### config.mk
export PLATFORM = sky130hd
export DESIGN_NAME = remappable_input_select
export DESIGN_NICKNAME = d
export VERILOG_FILES = /design/src/remap_input_pkg.sv /design/src/selector_reg.sv /design/src/input_source_mux.sv /design/src/remappable_input_select.sv
export SDC_FILE = /design/constraint.sdc
export NUM_CORES = 1
export LEC_CHECK = 0
export BUFFER_PORTS_ARGS = -buffer_cell sky130_fd_sc_hd__clkbuf_2
export CAP_MARGIN = 20
export CORE_ASPECT_RATIO = 0.7
export CORE_UTILIZATION = 55
export DETAILED_ROUTE_END_ITERATION = 16
export PLACE_DENSITY = 0.78
export SYNTH_ARGS = -nofsm -noshare
export SYNTH_HDL_FRONTEND = slang
export SYNTH_SLANG_ARGS = --single-unit
export TNS_END_PERCENT = 30
### constraint.sdc
create_clock -name clk -period 3.4 [get_ports clk]
set_clock_uncertainty 0.2 [all_clocks]
set_input_delay 0.34 -clock clk [delete_from_list [all_inputs] [get_ports clk]]
set_output_delay 0.34 -clock clk [all_outputs]
set_load 0.005 [all_outputs]
### src/remap_input_pkg.sv
package remap_input_pkg;

    // ======================================================================
    // Widths
    // ======================================================================
    localparam int unsigned ADDR_W = 4;
    localparam int unsigned DATA_W = 16;
    localparam int unsigned SEL_W = 7;
    localparam int unsigned PIN_COUNT = 125;

    // ======================================================================
    // Register offsets
    // ======================================================================
    localparam logic [ADDR_W-1:0] OFS_EXT_IRQ1 = 4'h0;
    localparam logic [ADDR_W-1:0] OFS_SERIAL_A = 4'h2;
    localparam logic [ADDR_W-1:0] OFS_SERIAL_B = 4'h4;
    localparam logic [ADDR_W-1:0] OFS_CAN_PAIR = 4'h6;
    localparam logic [ADDR_W-1:0] OFS_SERIAL_D = 4'h8;

    // ======================================================================
    // Field positions and reset values
    // ======================================================================
    localparam int unsigned LOW_FIELD_LSB = 0;
    localparam int unsigned HIGH_FIELD_LSB = 8;
    localparam logic [SEL_W-1:0] SEL_RESET = 7'h00;

    // ======================================================================
    // Selector codes
    // ======================================================================
    localparam logic [SEL_W-1:0] CODE_VSS = 7'h00;
    localparam logic [SEL_W-1:0] CODE_CMP = 7'h01;
    localparam logic [SEL_W-1:0] CODE_FIRST_PIN = 7'h02;
    localparam logic [SEL_W-1:0] CODE_PIN124_STD = 7'h7C;
    localparam logic [SEL_W-1:0] CODE_PIN124_EXT = 7'h7F;
    localparam logic [SEL_W-1:0] PIN_TOP_INDEX = 7'h7C;

    typedef enum logic {
        CODE_MAP_STANDARD,
        CODE_MAP_EXTENDED
    } codeMap_t;

    typedef struct packed {
        logic [ADDR_W-1:0] addr;
        logic [DATA_W-1:0] wdata;
        logic wr;
        logic rd;
    } regReq_t;

    typedef struct packed {
        logic extIrq1Input;
        logic serialARxInput;
        logic serialBRxInput;
        logic canARxInput;
        logic canBRxInput;
        logic serialDCtsInput;
        logic serialDRxInput;
    } peripheralIn_t;

    // ======================================================================
    // Code-to-source decode
    // ======================================================================
    // Codes outside the pin table fall back to a constant low.
    function automatic logic pickSource(
        input logic [SEL_W-1:0] sel,
        input logic [PIN_COUNT-1:0] pins,
        input logic cmp,
        input codeMap_t map
    );
        logic pinOk;
        logic [SEL_W-1:0] idx;
        pinOk = 1'b0;
        idx = sel;
        if (map == CODE_MAP_STANDARD) begin
            pinOk = (sel >= CODE_FIRST_PIN) && (sel <= CODE_PIN124_STD);
        end else if (sel == CODE_PIN124_EXT) begin
            pinOk = 1'b1;
            idx = PIN_TOP_INDEX;
        end else begin
            pinOk = (sel >= CODE_FIRST_PIN) && (sel < CODE_PIN124_STD);
        end
        if (sel == CODE_VSS) begin
            pickSource = 1'b0;
        end else if (sel == CODE_CMP) begin
            pickSource = cmp;
        end else if (pinOk) begin
            pickSource = pins[idx];
        end else begin
            pickSource = 1'b0;
        end
    endfunction : pickSource

endpackage : remap_input_pkg

### src/selector_reg.sv
module selector_reg
    import remap_input_pkg::*;
#(
    parameter bit LOW_EN = 1'b1,
    parameter bit HIGH_EN = 1'b1
) (
    input wire logic clk,
    input wire logic rst_b,
    input wire logic wrEn,
    input wire logic [DATA_W-1:0] wdata,
    output logic [DATA_W-1:0] value,
    output logic [SEL_W-1:0] lowSel,
    output logic [SEL_W-1:0] highSel
);

    // ======================================================================
    // Selector fields
    // ======================================================================
    logic [SEL_W-1:0] lowSel_q;
    logic [SEL_W-1:0] lowSel_d;
    logic [SEL_W-1:0] highSel_q;
    logic [SEL_W-1:0] highSel_d;

    // A disabled field never loads, so it stays at its reset code.
    assign lowSel_d = (wrEn && LOW_EN) ? wdata[LOW_FIELD_LSB +: SEL_W] : lowSel_q;
    assign highSel_d = (wrEn && HIGH_EN) ? wdata[HIGH_FIELD_LSB +: SEL_W] : highSel_q;

    always_ff @(posedge clk or negedge rst_b) begin
        if (!rst_b) begin
            lowSel_q <= SEL_RESET;
            highSel_q <= SEL_RESET;
        end else begin
            lowSel_q <= lowSel_d;
            highSel_q <= highSel_d;
        end
    end

    assign lowSel = lowSel_q;
    assign highSel = highSel_q;
    assign value = {1'b0, highSel_q, 1'b0, lowSel_q};

endmodule : selector_reg

### src/input_source_mux.sv
module input_source_mux
    import remap_input_pkg::*;
#(
    parameter codeMap_t CODE_MAP = CODE_MAP_STANDARD
) (
    input wire logic clk,
    input wire logic rst_b,
    input wire logic [SEL_W-1:0] sel,
    input wire logic [PIN_COUNT-1:0] pinSync,
    input wire logic cmpSync,
    output logic routed
);

    // ======================================================================
    // Routed input
    // ======================================================================
    logic routed_q;
    logic routed_d;

    // Registered so the peripheral never sees a glitch while the code changes.
    assign routed_d = pickSource(sel, pinSync, cmpSync, CODE_MAP);

    always_ff @(posedge clk or negedge rst_b) begin
        if (!rst_b) begin
            routed_q <= 1'b0;
        end else begin
            routed_q <= routed_d;
        end
    end

    assign routed = routed_q;

endmodule : input_source_mux

### src/remappable_input_select.sv
module remappable_input_select
    import remap_input_pkg::*;
#(
    parameter bit HAS_CAN = 1'b1
) (
    input wire logic clk,
    input wire logic rst_b,
    input wire regReq_t regReq,
    output logic [DATA_W-1:0] rdData,
    input wire logic [PIN_COUNT-1:0] padIn,
    input wire logic comparatorAOutput,
    output peripheralIn_t periphIn
);

    // ======================================================================
    // Pad and comparator synchronisers
    // ======================================================================
    // Pads and the comparator are asynchronous to clk, so two stages each.
    logic [PIN_COUNT-1:0] padMeta_q;
    logic [PIN_COUNT-1:0] padSync_q;
    logic cmpMeta_q;
    logic cmpSync_q;

    always_ff @(posedge clk or negedge rst_b) begin
        if (!rst_b) begin
            padMeta_q <= '0;
            padSync_q <= '0;
        end else begin
            padMeta_q <= padIn;
            padSync_q <= padMeta_q;
        end
    end

    // The comparator has its own pair, so it can be placed apart from the pad bus.
    always_ff @(posedge clk or negedge rst_b) begin
        if (!rst_b) begin
            cmpMeta_q <= 1'b0;
            cmpSync_q <= 1'b0;
        end else begin
            cmpMeta_q <= comparatorAOutput;
            cmpSync_q <= cmpMeta_q;
        end
    end

    // ======================================================================
    // Address decode
    // ======================================================================
    // Whole-word compares, so an odd or unlisted offset matches nothing and reads zero.
    function automatic logic addrHit(
        input logic [ADDR_W-1:0] addr,
        input logic [ADDR_W-1:0] ofs
    );
        addrHit = (addr == ofs);
    endfunction : addrHit

    wire hitExtIrq1 = addrHit(regReq.addr, OFS_EXT_IRQ1);
    wire hitSerialA = addrHit(regReq.addr, OFS_SERIAL_A);
    wire hitSerialB = addrHit(regReq.addr, OFS_SERIAL_B);
    wire hitCanPair = addrHit(regReq.addr, OFS_CAN_PAIR) && HAS_CAN;
    wire hitSerialD = addrHit(regReq.addr, OFS_SERIAL_D);

    // A write to an unmapped offset raises no enable, so it is simply lost.
    wire wrExtIrq1 = regReq.wr && hitExtIrq1;
    wire wrSerialA = regReq.wr && hitSerialA;
    wire wrSerialB = regReq.wr && hitSerialB;
    wire wrCanPair = regReq.wr && hitCanPair;
    wire wrSerialD = regReq.wr && hitSerialD;

    // ======================================================================
    // Selector registers
    // ======================================================================
    logic [DATA_W-1:0] valExtIrq1;
    logic [DATA_W-1:0] valSerialA;
    logic [DATA_W-1:0] valSerialB;
    logic [DATA_W-1:0] valCanPair;
    logic [DATA_W-1:0] valSerialD;
    logic [SEL_W-1:0] extIrq1SourceSel;
    logic [SEL_W-1:0] serialARxSourceSel;
    logic [SEL_W-1:0] serialBRxSourceSel;
    logic [SEL_W-1:0] canARxSourceSel;
    logic [SEL_W-1:0] canBRxSourceSel;
    logic [SEL_W-1:0] serialDCtsSourceSel;
    logic [SEL_W-1:0] serialDRxSourceSel;

    // Every field clears on reset, so each routed input starts from a constant low.
    selector_reg #(
        .LOW_EN(1'b0),
        .HIGH_EN(1'b1)
    ) uRegExtIrq1 (
        .clk(clk),
        .rst_b(rst_b),
        .wrEn(wrExtIrq1),
        .wdata(regReq.wdata),
        .value(valExtIrq1),
        .lowSel(),
        .highSel(extIrq1SourceSel)
    );

    selector_reg #(
        .LOW_EN(1'b1),
        .HIGH_EN(1'b0)
    ) uRegSerialA (
        .clk(clk),
        .rst_b(rst_b),
        .wrEn(wrSerialA),
        .wdata(regReq.wdata),
        .value(valSerialA),
        .lowSel(serialARxSourceSel),
        .highSel()
    );

    selector_reg #(
        .LOW_EN(1'b1),
        .HIGH_EN(1'b0)
    ) uRegSerialB (
        .clk(clk),
        .rst_b(rst_b),
        .wrEn(wrSerialB),
        .wdata(regReq.wdata),
        .value(valSerialB),
        .lowSel(serialBRxSourceSel),
        .highSel()
    );

    // Without CAN the register is left out, so its offset reads zero and both receivers stay low.
    if (HAS_CAN) begin : canPairPresent
        selector_reg #(
            .LOW_EN(1'b1),
            .HIGH_EN(1'b1)
        ) uRegCanPair (
            .clk(clk),
            .rst_b(rst_b),
            .wrEn(wrCanPair),
            .wdata(regReq.wdata),
            .value(valCanPair),
            .lowSel(canARxSourceSel),
            .highSel(canBRxSourceSel)
        );
    end else begin : canPairAbsent
        assign valCanPair = 16'h0000;
        assign canARxSourceSel = SEL_RESET;
        assign canBRxSourceSel = SEL_RESET;
    end

    selector_reg #(
        .LOW_EN(1'b1),
        .HIGH_EN(1'b1)
    ) uRegSerialD (
        .clk(clk),
        .rst_b(rst_b),
        .wrEn(wrSerialD),
        .wdata(regReq.wdata),
        .value(valSerialD),
        .lowSel(serialDRxSourceSel),
        .highSel(serialDCtsSourceSel)
    );

    // ======================================================================
    // Read path
    // ======================================================================
    logic [DATA_W-1:0] rdData_q;
    logic [DATA_W-1:0] rdData_d;
    // Hits are mutually exclusive, so the order of this chain costs only depth.
    wire [DATA_W-1:0] readMux =
        hitExtIrq1 ? valExtIrq1 :
        hitSerialA ? valSerialA :
        hitSerialB ? valSerialB :
        hitCanPair ? valCanPair :
        hitSerialD ? valSerialD : 16'h0000;

    // Data stand only in the cycle after the read strobe.
    assign rdData_d = regReq.rd ? readMux : 16'h0000;

    always_ff @(posedge clk or negedge rst_b) begin
        if (!rst_b) begin
            rdData_q <= 16'h0000;
        end else begin
            rdData_q <= rdData_d;
        end
    end

    assign rdData = rdData_q;

    // ======================================================================
    // Source multiplexers
    // ======================================================================
    // All multiplexers share one synchronised pad bus, so no pad pays for a second pair of stages.
    logic routedExtIrq1;
    logic routedSerialARx;
    logic routedSerialBRx;
    logic routedCanARx;
    logic routedCanBRx;
    logic routedSerialDCts;
    logic routedSerialDRx;

    input_source_mux #(
        .CODE_MAP(CODE_MAP_STANDARD)
    ) uMuxExtIrq1 (
        .clk(clk),
        .rst_b(rst_b),
        .sel(extIrq1SourceSel),
        .pinSync(padSync_q),
        .cmpSync(cmpSync_q),
        .routed(routedExtIrq1)
    );

    input_source_mux #(
        .CODE_MAP(CODE_MAP_STANDARD)
    ) uMuxSerialA (
        .clk(clk),
        .rst_b(rst_b),
        .sel(serialARxSourceSel),
        .pinSync(padSync_q),
        .cmpSync(cmpSync_q),
        .routed(routedSerialARx)
    );

    input_source_mux #(
        .CODE_MAP(CODE_MAP_STANDARD)
    ) uMuxSerialB (
        .clk(clk),
        .rst_b(rst_b),
        .sel(serialBRxSourceSel),
        .pinSync(padSync_q),
        .cmpSync(cmpSync_q),
        .routed(routedSerialBRx)
    );

    input_source_mux #(
        .CODE_MAP(CODE_MAP_STANDARD)
    ) uMuxCanA (
        .clk(clk),
        .rst_b(rst_b),
        .sel(canARxSourceSel),
        .pinSync(padSync_q),
        .cmpSync(cmpSync_q),
        .routed(routedCanARx)
    );

    input_source_mux #(
        .CODE_MAP(CODE_MAP_STANDARD)
    ) uMuxCanB (
        .clk(clk),
        .rst_b(rst_b),
        .sel(canBRxSourceSel),
        .pinSync(padSync_q),
        .cmpSync(cmpSync_q),
        .routed(routedCanBRx)
    );

    input_source_mux #(
        .CODE_MAP(CODE_MAP_EXTENDED)
    ) uMuxSerialDCts (
        .clk(clk),
        .rst_b(rst_b),
        .sel(serialDCtsSourceSel),
        .pinSync(padSync_q),
        .cmpSync(cmpSync_q),
        .routed(routedSerialDCts)
    );

    input_source_mux #(
        .CODE_MAP(CODE_MAP_EXTENDED)
    ) uMuxSerialDRx (
        .clk(clk),
        .rst_b(rst_b),
        .sel(serialDRxSourceSel),
        .pinSync(padSync_q),
        .cmpSync(cmpSync_q),
        .routed(routedSerialDRx)
    );

    // ======================================================================
    // Peripheral inputs
    // ======================================================================
    // One driver for the whole carrier, first struct member in the top bit.
    assign periphIn = {
        routedExtIrq1,
        routedSerialARx,
        routedSerialBRx,
        routedCanARx,
        routedCanBRx,
        routedSerialDCts,
        routedSerialDRx
    };

endmodule : remappable_input_select

==> flow_summary.ini, run 1 <==
[run_status]
status = complete, no violations

[clock_tree]
cts_root_buf = clkbuf_16
cts_htree_levels = 1
cts.clk_slew.worst_paths_ps = 60
cts_setup_buffers = 0
cts_made_buffers = 28
clock_path_buffers = 3
cts_tree = yes
cts.sinks = 322
clkLatencyLatePin_ps = 580

[routing]
routed_wirelength_microns = 61900
drc = 0
wire_per_inst_microns = 29.5
drt_pass1_iterations = 6
ant_nets = 0
via_count = 14600
via_per_inst = 6.94
drtIter0Drc = 2382

[setup_path]
crit_path_end_kind = flop
critPathRequiredTime_ps = 3600
worstReg2RegEnd = uMuxSerialDCts.routed
slowest_delay_ps = 700
r2r-start = uRegSerialD.highSel[2]
crit_path_max_fanout = 10
crit_chain = buf_4 -> buf_4 -> nor2b_1 -> o211ai_1 -> nor2b_1 -> nand3_1 -> o211ai_1 -> a211oi_1 -> nor4_1
worst-path-buf-inv = 2
cpMaxStageDelayCell = nor2b_1
startpoint_type = flop
path_delay_family = simple AND/OR/NAND/NOR gates
r2r_slack_ps = 130
critPathArrivalTime_ps = 3470
reg2reg_depth = 9
critical_path_class = flop to flop

[global_routing]
grt_pass1_wl_microns = 91000
antenna_found_initial = 5
grtUsageTotal = 0.386
grt_max_degree = 90
overflow = 0
grt_pass1_vias = 14300

[synth]
syn-cell-area_sq_mm = 0.0174
ys_seq_elements = 322
synth-edff-count = 0
seq_area_frac_synth = 0.462
syn_inst = 1327
synth_flop_cell = dfrtp_1
async_reset_ff_frac = 1.00
synth.avg_cell_area_sq_um = 13.1
yosys_warnings = 0
ys_types = 67

[run]
drv_cap = 0

[layout]
fin_cells = 2096
drive_gt1_frac = 0.353
area_delta_synth_final_pct = 23.2
fillers = 2197
multi_input_area_sq_mm = 0.00864
regArea_sq_mm = 0.00807
fin_nets = 1803

[power_and_ir_drop]
total_leakage_power_nw = 8.84
power.density_mw_per_mm2 = 609
ir_worst_vdd_mv = 0.587
power_mw = 13.1

[sta]
grt_setup_unrepaired = no
period_minus_slack_ps = 3270
tns_ps = 0
tightest_slew_ps = 1170
slew_viol_final = 0
fin_crit_sh = 0.963
clock.fmax_ghz = 0.305
hold_viol_final = 0
slew_headroom = 0.219
finalSetupViolCount = 0

[worst_hold_path]
hold_end = rdData[5]
min_path_type = input pin to flop
hold_depth = 4
min-delay-start = regReq[21]

[die]
start_util = 0.560
die_h_microns = 151
num_io_pins = 173
num_rows = 54
core-area_sq_mm = 0.0311
dieArea_sq_mm = 0.0324
die_w_microns = 215

[placement]
gp_congestion = 1.07
port_buffers = 168
dpl.cell_count = 1900
dp_hpwl_microns = 42300
how the worst max path moves through the flow:
stage                                       from               endpoint  cells after the start
after global routing       uRegSerialD.lowSel[1]   uMuxSerialDRx.routed                      9
after floorplan            uRegSerialA.lowSel[0]     uMuxSerialA.routed                      7
after global placement     uRegSerialD.lowSel[0]   uMuxSerialDRx.routed                     10
final                     uRegSerialD.highSel[2]  uMuxSerialDCts.routed                      9
after detailed placement   uRegSerialD.lowSel[0]   uMuxSerialDRx.routed                     10
after CTS                  uRegSerialD.lowSel[0]   uMuxSerialDRx.routed                     10
registers in the layout (all words and copies together) (netlist names):
signal,count
cmpMeta_q,1
uRegSerialA.lowSel,7
padSync_q,125
uRegSerialB.lowSel,7
uMuxSerialA.routed,1
uRegSerialD.highSel,7
rdData,14
uMuxCanB.routed,1
uMuxExtIrq1.routed,1
uMuxSerialDCts.routed,1
uRegSerialD.lowSel,7
padMeta_q,125
cmpSync_q,1
uMuxCanA.routed,1
uMuxSerialB.routed,1
uMuxSerialDRx.routed,1
uRegExtIrq1.highSel,7
canPairPresent.uRegCanPair.highSel,7
canPairPresent.uRegCanPair.lowSel,7
timing repair:
item | 4_1_cts | 5_1_grt
endpoints found under the hold margin | 263 | 0
hold buffers | 143 | 0
endpoints found under the setup margin | 0 | 0
resized for setup | 0 | 0
stage by stage:
step / area (sq um) / utilization / setup slack, ps / hold slack, ps
final: 21500 / 0.690 / 126 / 83.0
after global routing: 21500 / 0.690 / 154 / 57.3
after CTS: 21500 / 0.690 / 375 / 18.7
after detailed placement: 19100 / 0.615 / 389 / 135
after global placement: 19100 / 0.615 / 397 / 134
after floorplan: 17400 / - / 1020 / -156
synthesized netlist by cell type, types with 3 or more instances:
library cell,number,area [sq um]
buf_1,12,45.0
inv_1,18,67.6
nand4_1,7,43.8
nor4_1,8,50.1
a311oi_1,3,26.3
nor3b_1,11,82.6
or4_1,3,22.5
mux2i_1,63,631
a311o_1,6,60.1
a221oi_1,15,131
o211ai_1,14,105
nand2_1,95,357
dfrtp_1,322,8060
and3_1,3,18.8
mux2_2,64,721
o31ai_1,5,37.5
o21ai_0,50,250
o22ai_1,9,56.3
buf_6,7,78.8
a2111oi_0,4,35.0
nor3_1,12,60.1
nor2_1,72,270
buf_2,36,180
a32oi_1,9,78.8
a22oi_1,16,120
and2_1,8,50.1
a31o_2,3,26.3
mux4_2,179,4030
o221ai_1,10,87.6
a211oi_1,24,180
a21oi_1,45,225
buf_4,26,195
nand3_1,23,115
nand2b_1,14,87.6
nor2b_1,12,75.1
a41oi_1,6,52.6
a31oi_1,19,119
nand4b_1,6,52.6
clkbuf_1,49,184
o311a_1,4,40.0
cells by family after synthesis:
family / count (synthesis) / share of synthesized area
buffers and inverters: 149 / 0.0432
other: 1 / 0.000215
AND/OR/NAND/NOR: 282 / 0.0775
AO/OA/AOI/OAI: 266 / 0.107
flip-flops: 322 / 0.462
multiplexers: 307 / 0.310
worst min-delay path: cells and delay by family:
kind,cells,cell delay [ps]
AOI/OAI and AO/OA,2,220
buffers and inverters,1,180
and+or+nand+nor,1,70
power by group:
group          internal, mW  leakage [nW]  switching, mW
Sequential             4.16          3.80          0.882
Combinational          2.47          4.58           2.45
Clock                  1.72         0.447           1.41
Total                  8.34          8.84           4.75
per-layer routing:
layer  GRT usage  vias up  part of all wire
met4       0.154        2             0.046
met3       0.158      218              0.16
met5           0        -           0.00021
met2       0.559     1284              0.43
met1       0.520     7231              0.37
li1            -     5820                 -
placed cells by master (no fill, tap or decap), types with 9 or more instances in the layout:
| cell type | netlist | routed |
|---|---|---|
| a211oi_1 | 24 | 24 |
| a21oi_1 | 45 | 45 |
| a221oi_1 | 15 | 15 |
| a22oi_1 | 16 | 16 |
| a31oi_1 | 19 | 18 |
| a32oi_1 | 9 | 9 |
| buf_12 | 0 | 11 |
| buf_4 | 26 | 103 |
| clkbuf_16 | 0 | 29 |
| clkbuf_2 | 0 | 167 |
| dfrtp_1 | 322 | 316 |
| dlygate4sd3_1 | 0 | 143 |
| inv_1 | 18 | 18 |
| mux2_2 | 64 | 64 |
| mux2i_1 | 63 | 63 |
| mux4_2 | 179 | 179 |
| nand2_1 | 95 | 95 |
| nand2b_1 | 14 | 14 |
| nand3_1 | 23 | 23 |
| nor2_1 | 72 | 72 |
| nor2b_1 | 12 | 12 |
| nor3_1 | 12 | 12 |
| nor3b_1 | 11 | 11 |
| o211ai_1 | 14 | 14 |
| o21ai_0 | 50 | 50 |
| o221ai_1 | 10 | 10 |
| o22ai_1 | 9 | 9 |
final cells by class:
class,instances,share of cell area
Clock inverter,10,0.00320
Sequential cell,322,0.375
Multi-Input combinational cell,857,0.402
Antenna cell,3,0.000349
Timing Repair Buffer,425,0.152
Clock buffer,40,0.0389
Inverter,19,0.00332
Tap cell,420,0.0244
Power figures use the tool's default switching activity.
==> inputs of run 2 (changes only) <==
CELL_PAD_IN_SITES_DETAIL_PLACEMENT = 1   (was not set)
CELL_PAD_IN_SITES_GLOBAL_PLACEMENT = 1   (was not set)
CORE_UTILIZATION = 49   (was 55)
PLACE_DENSITY = 0.83   (was 0.78)
==> run 2 against run 1 <==
Against the previous run:
- register-to-register slack worse by 20 ps
- largest power group is now combinational cells
- die area is 12% higher
- clock power is 22% higher
- routed wire length is 17% higher
- count of clock-buffer cells in the layout is 2 lower
- cell count is 1.4% higher
- sequential power is 1% lower
- global-route usage is 2.4 points higher
==> flow_summary.ini, run 2 (synthesis results as in run 1) <==
[run_status]
status = complete, no violations

[placement]
gp_congestion = 1.05
port_buffers = 168
dp_hpwl_microns = 46300

[power_and_ir_drop]
p_comb_frac = 0.362
p_int_mw = 8.76
power.density_mw_per_mm2 = 640
power.share.sequential = 0.362
sw_frac_of_total = 0.365
total_leakage_power_nw = 8.79
ir_worst_vdd_mv = 0.801
power_frac_clock = 0.276
power_switching_mw = 5.04

[setup_path]
crit_path_max_fanout = 12
startpoint = uRegSerialD.highSel[3]
crit_path_end_kind = flop
crit_chain = buf_4 -> or2_2 -> a21oi_1 -> o21ai_0 -> a32oi_1 -> o211ai_1 -> a211oi_1 -> buf_4 -> nor4_2 -> buf_4
critical_path_class = flop to flop
startpoint_type = flop
critPathRequiredTime_ps = 3670
r2r-start = uRegSerialD.highSel[3]
path_common_cell = buf_4
critPathArrivalTime_ps = 3570
slowest_delay_ps = 560
cpMaxStageDelayCell = dfrtp_1

[sta]
finalSetupViolCount = 0
slew_headroom = 0.204
tightest_slew_ps = 1190
clock.fmax_ghz = 0.303
hold_viol_final = 0
fin_crit_sh = 0.970
fin_hold_ws_ps = 43.2
tns_ps = 0
slew_viol_final = 0
period_minus_slack_ps = 3300
grt_setup_unrepaired = no

[routing]
via_per_inst = 7.15
via_count = 15200
wire_per_inst_microns = 34.0
ant_nets = 0
routed_wirelength_microns = 72300
drc = 0
drtIter0Drc = 2490
drt_pass1_iterations = 6

[layout]
fillers = 3402
layout_commonest_cell = dfrtp_1
fin_nets = 1778
area_delta_synth_final_pct = 23.5
drive_gt1_frac = 0.347
final_cell_mix = dfrtp_1, mux4_2, clkbuf_2

[global_routing]
grt_pass1_wl_microns = 107000
grt_max_degree = 107
grtUsageTotal = 0.409
overflow = 0
grt_pass1_vias = 15800
antenna_found_initial = 4

[die]
die_w_microns = 228
num_io_pins = 173
start_util = 0.500
num_rows = 57
die_h_microns = 160
dieArea_sq_mm = 0.0364
core-area_sq_mm = 0.0349

[clock_tree]
cts.sinks = 322
cts_made_buffers = 30
cts_tree = yes
clock_path_buffers = 3
cts_htree_levels = 1
cts_setup_buffers = 0
clkLatencyLatePin_ps = 600
cts.clk_slew.worst_paths_ps = 70
cts_root_buf = clkbuf_16

[worst_hold_path]
min-delay-start = regReq[21]
min_path_type = input pin to flop

[run]
drv_cap = 0
==> run 2: layout make-up <==
class                   count  area [sq um]  area share
multi-input cells         857          8650       0.401
flip-flops and latches    322          8070       0.374
repair buffers            398          3050       0.141
clock buffers              38           851      0.0395
well taps                 472           591      0.0274
clock inverters            18           267      0.0124
inverters                  19          71.3     0.00331
diodes                      2          5.00    0.000232
==> run 2: path summary, 6_finish.rpt <==
path / to / cells after the start / slack [ps]
hold / removal: rdData[5] / 4 / 40
setup reg to reg: uMuxSerialDCts.routed / 10 / 100
setup / recovery: uMuxSerialDCts.routed / 10 / 100
min in group asynchronous: padSync_q[91] / 2 / 240
hold reg to reg: padSync_q[8] / 0 / 140
max in group asynchronous: padMeta_q[20] / 3 / 1840
==> run 2: power by group through the flow <==
stage          logic [mW]  clock network, mW  registers [mW]
2_1_floorplan        3.39                  0            4.41
3_3_place_gp         4.43                  0            4.94
3_5_place_dp         4.57                  0            4.98
4_1_cts              4.74               3.81            4.92
5_1_grt              5.17               3.99            4.99
6_report             5.00               3.81            4.99
==> run 2: timing repair <==
action | 4_1_cts | 5_1_grt
gates resized for setup | 0 | 1
endpoints found under the hold margin | 282 | 0
endpoints found under the setup margin | 0 | 1
hold buffers | 143 | 0
==> run 2: metal layers <==
layer / global-route usage / vias up / part of all wire
met3: 0.153 / 307 / 0.15
met4: 0.175 / 6 / 0.055
met1: 0.558 / 7734 / 0.36
li1: - / 5780 / -
met5: 0 / - / 0.0011
met2: 0.589 / 1383 / 0.43
==> run 2: critical path, delay by kind of cell (launching register included) <==
family | cells | cell delay, ps
AOI/OAI and AO/OA | 5 | 1330
buffers and inverters | 3 | 600
DFF | 1 | 560
and+or+nand+nor | 2 | 490
==> run 2: metrics by stage <==
step / util / total power, mW / cells / instance area (sq um) / setup WS, ps
after global placement: 0.544 / 9.38 / 1925 / 19000 / 174
after CTS: 0.618 / 13.5 / 2124 / 21500 / 133
final: 0.618 / 13.8 / 2126 / 21500 / 102
after floorplan: - / 7.80 / 1328 / 17400 / 1020
after detailed placement: 0.544 / 9.55 / 1925 / 19000 / 157
after global routing: 0.618 / 14.1 / 2125 / 21500 / 72.1
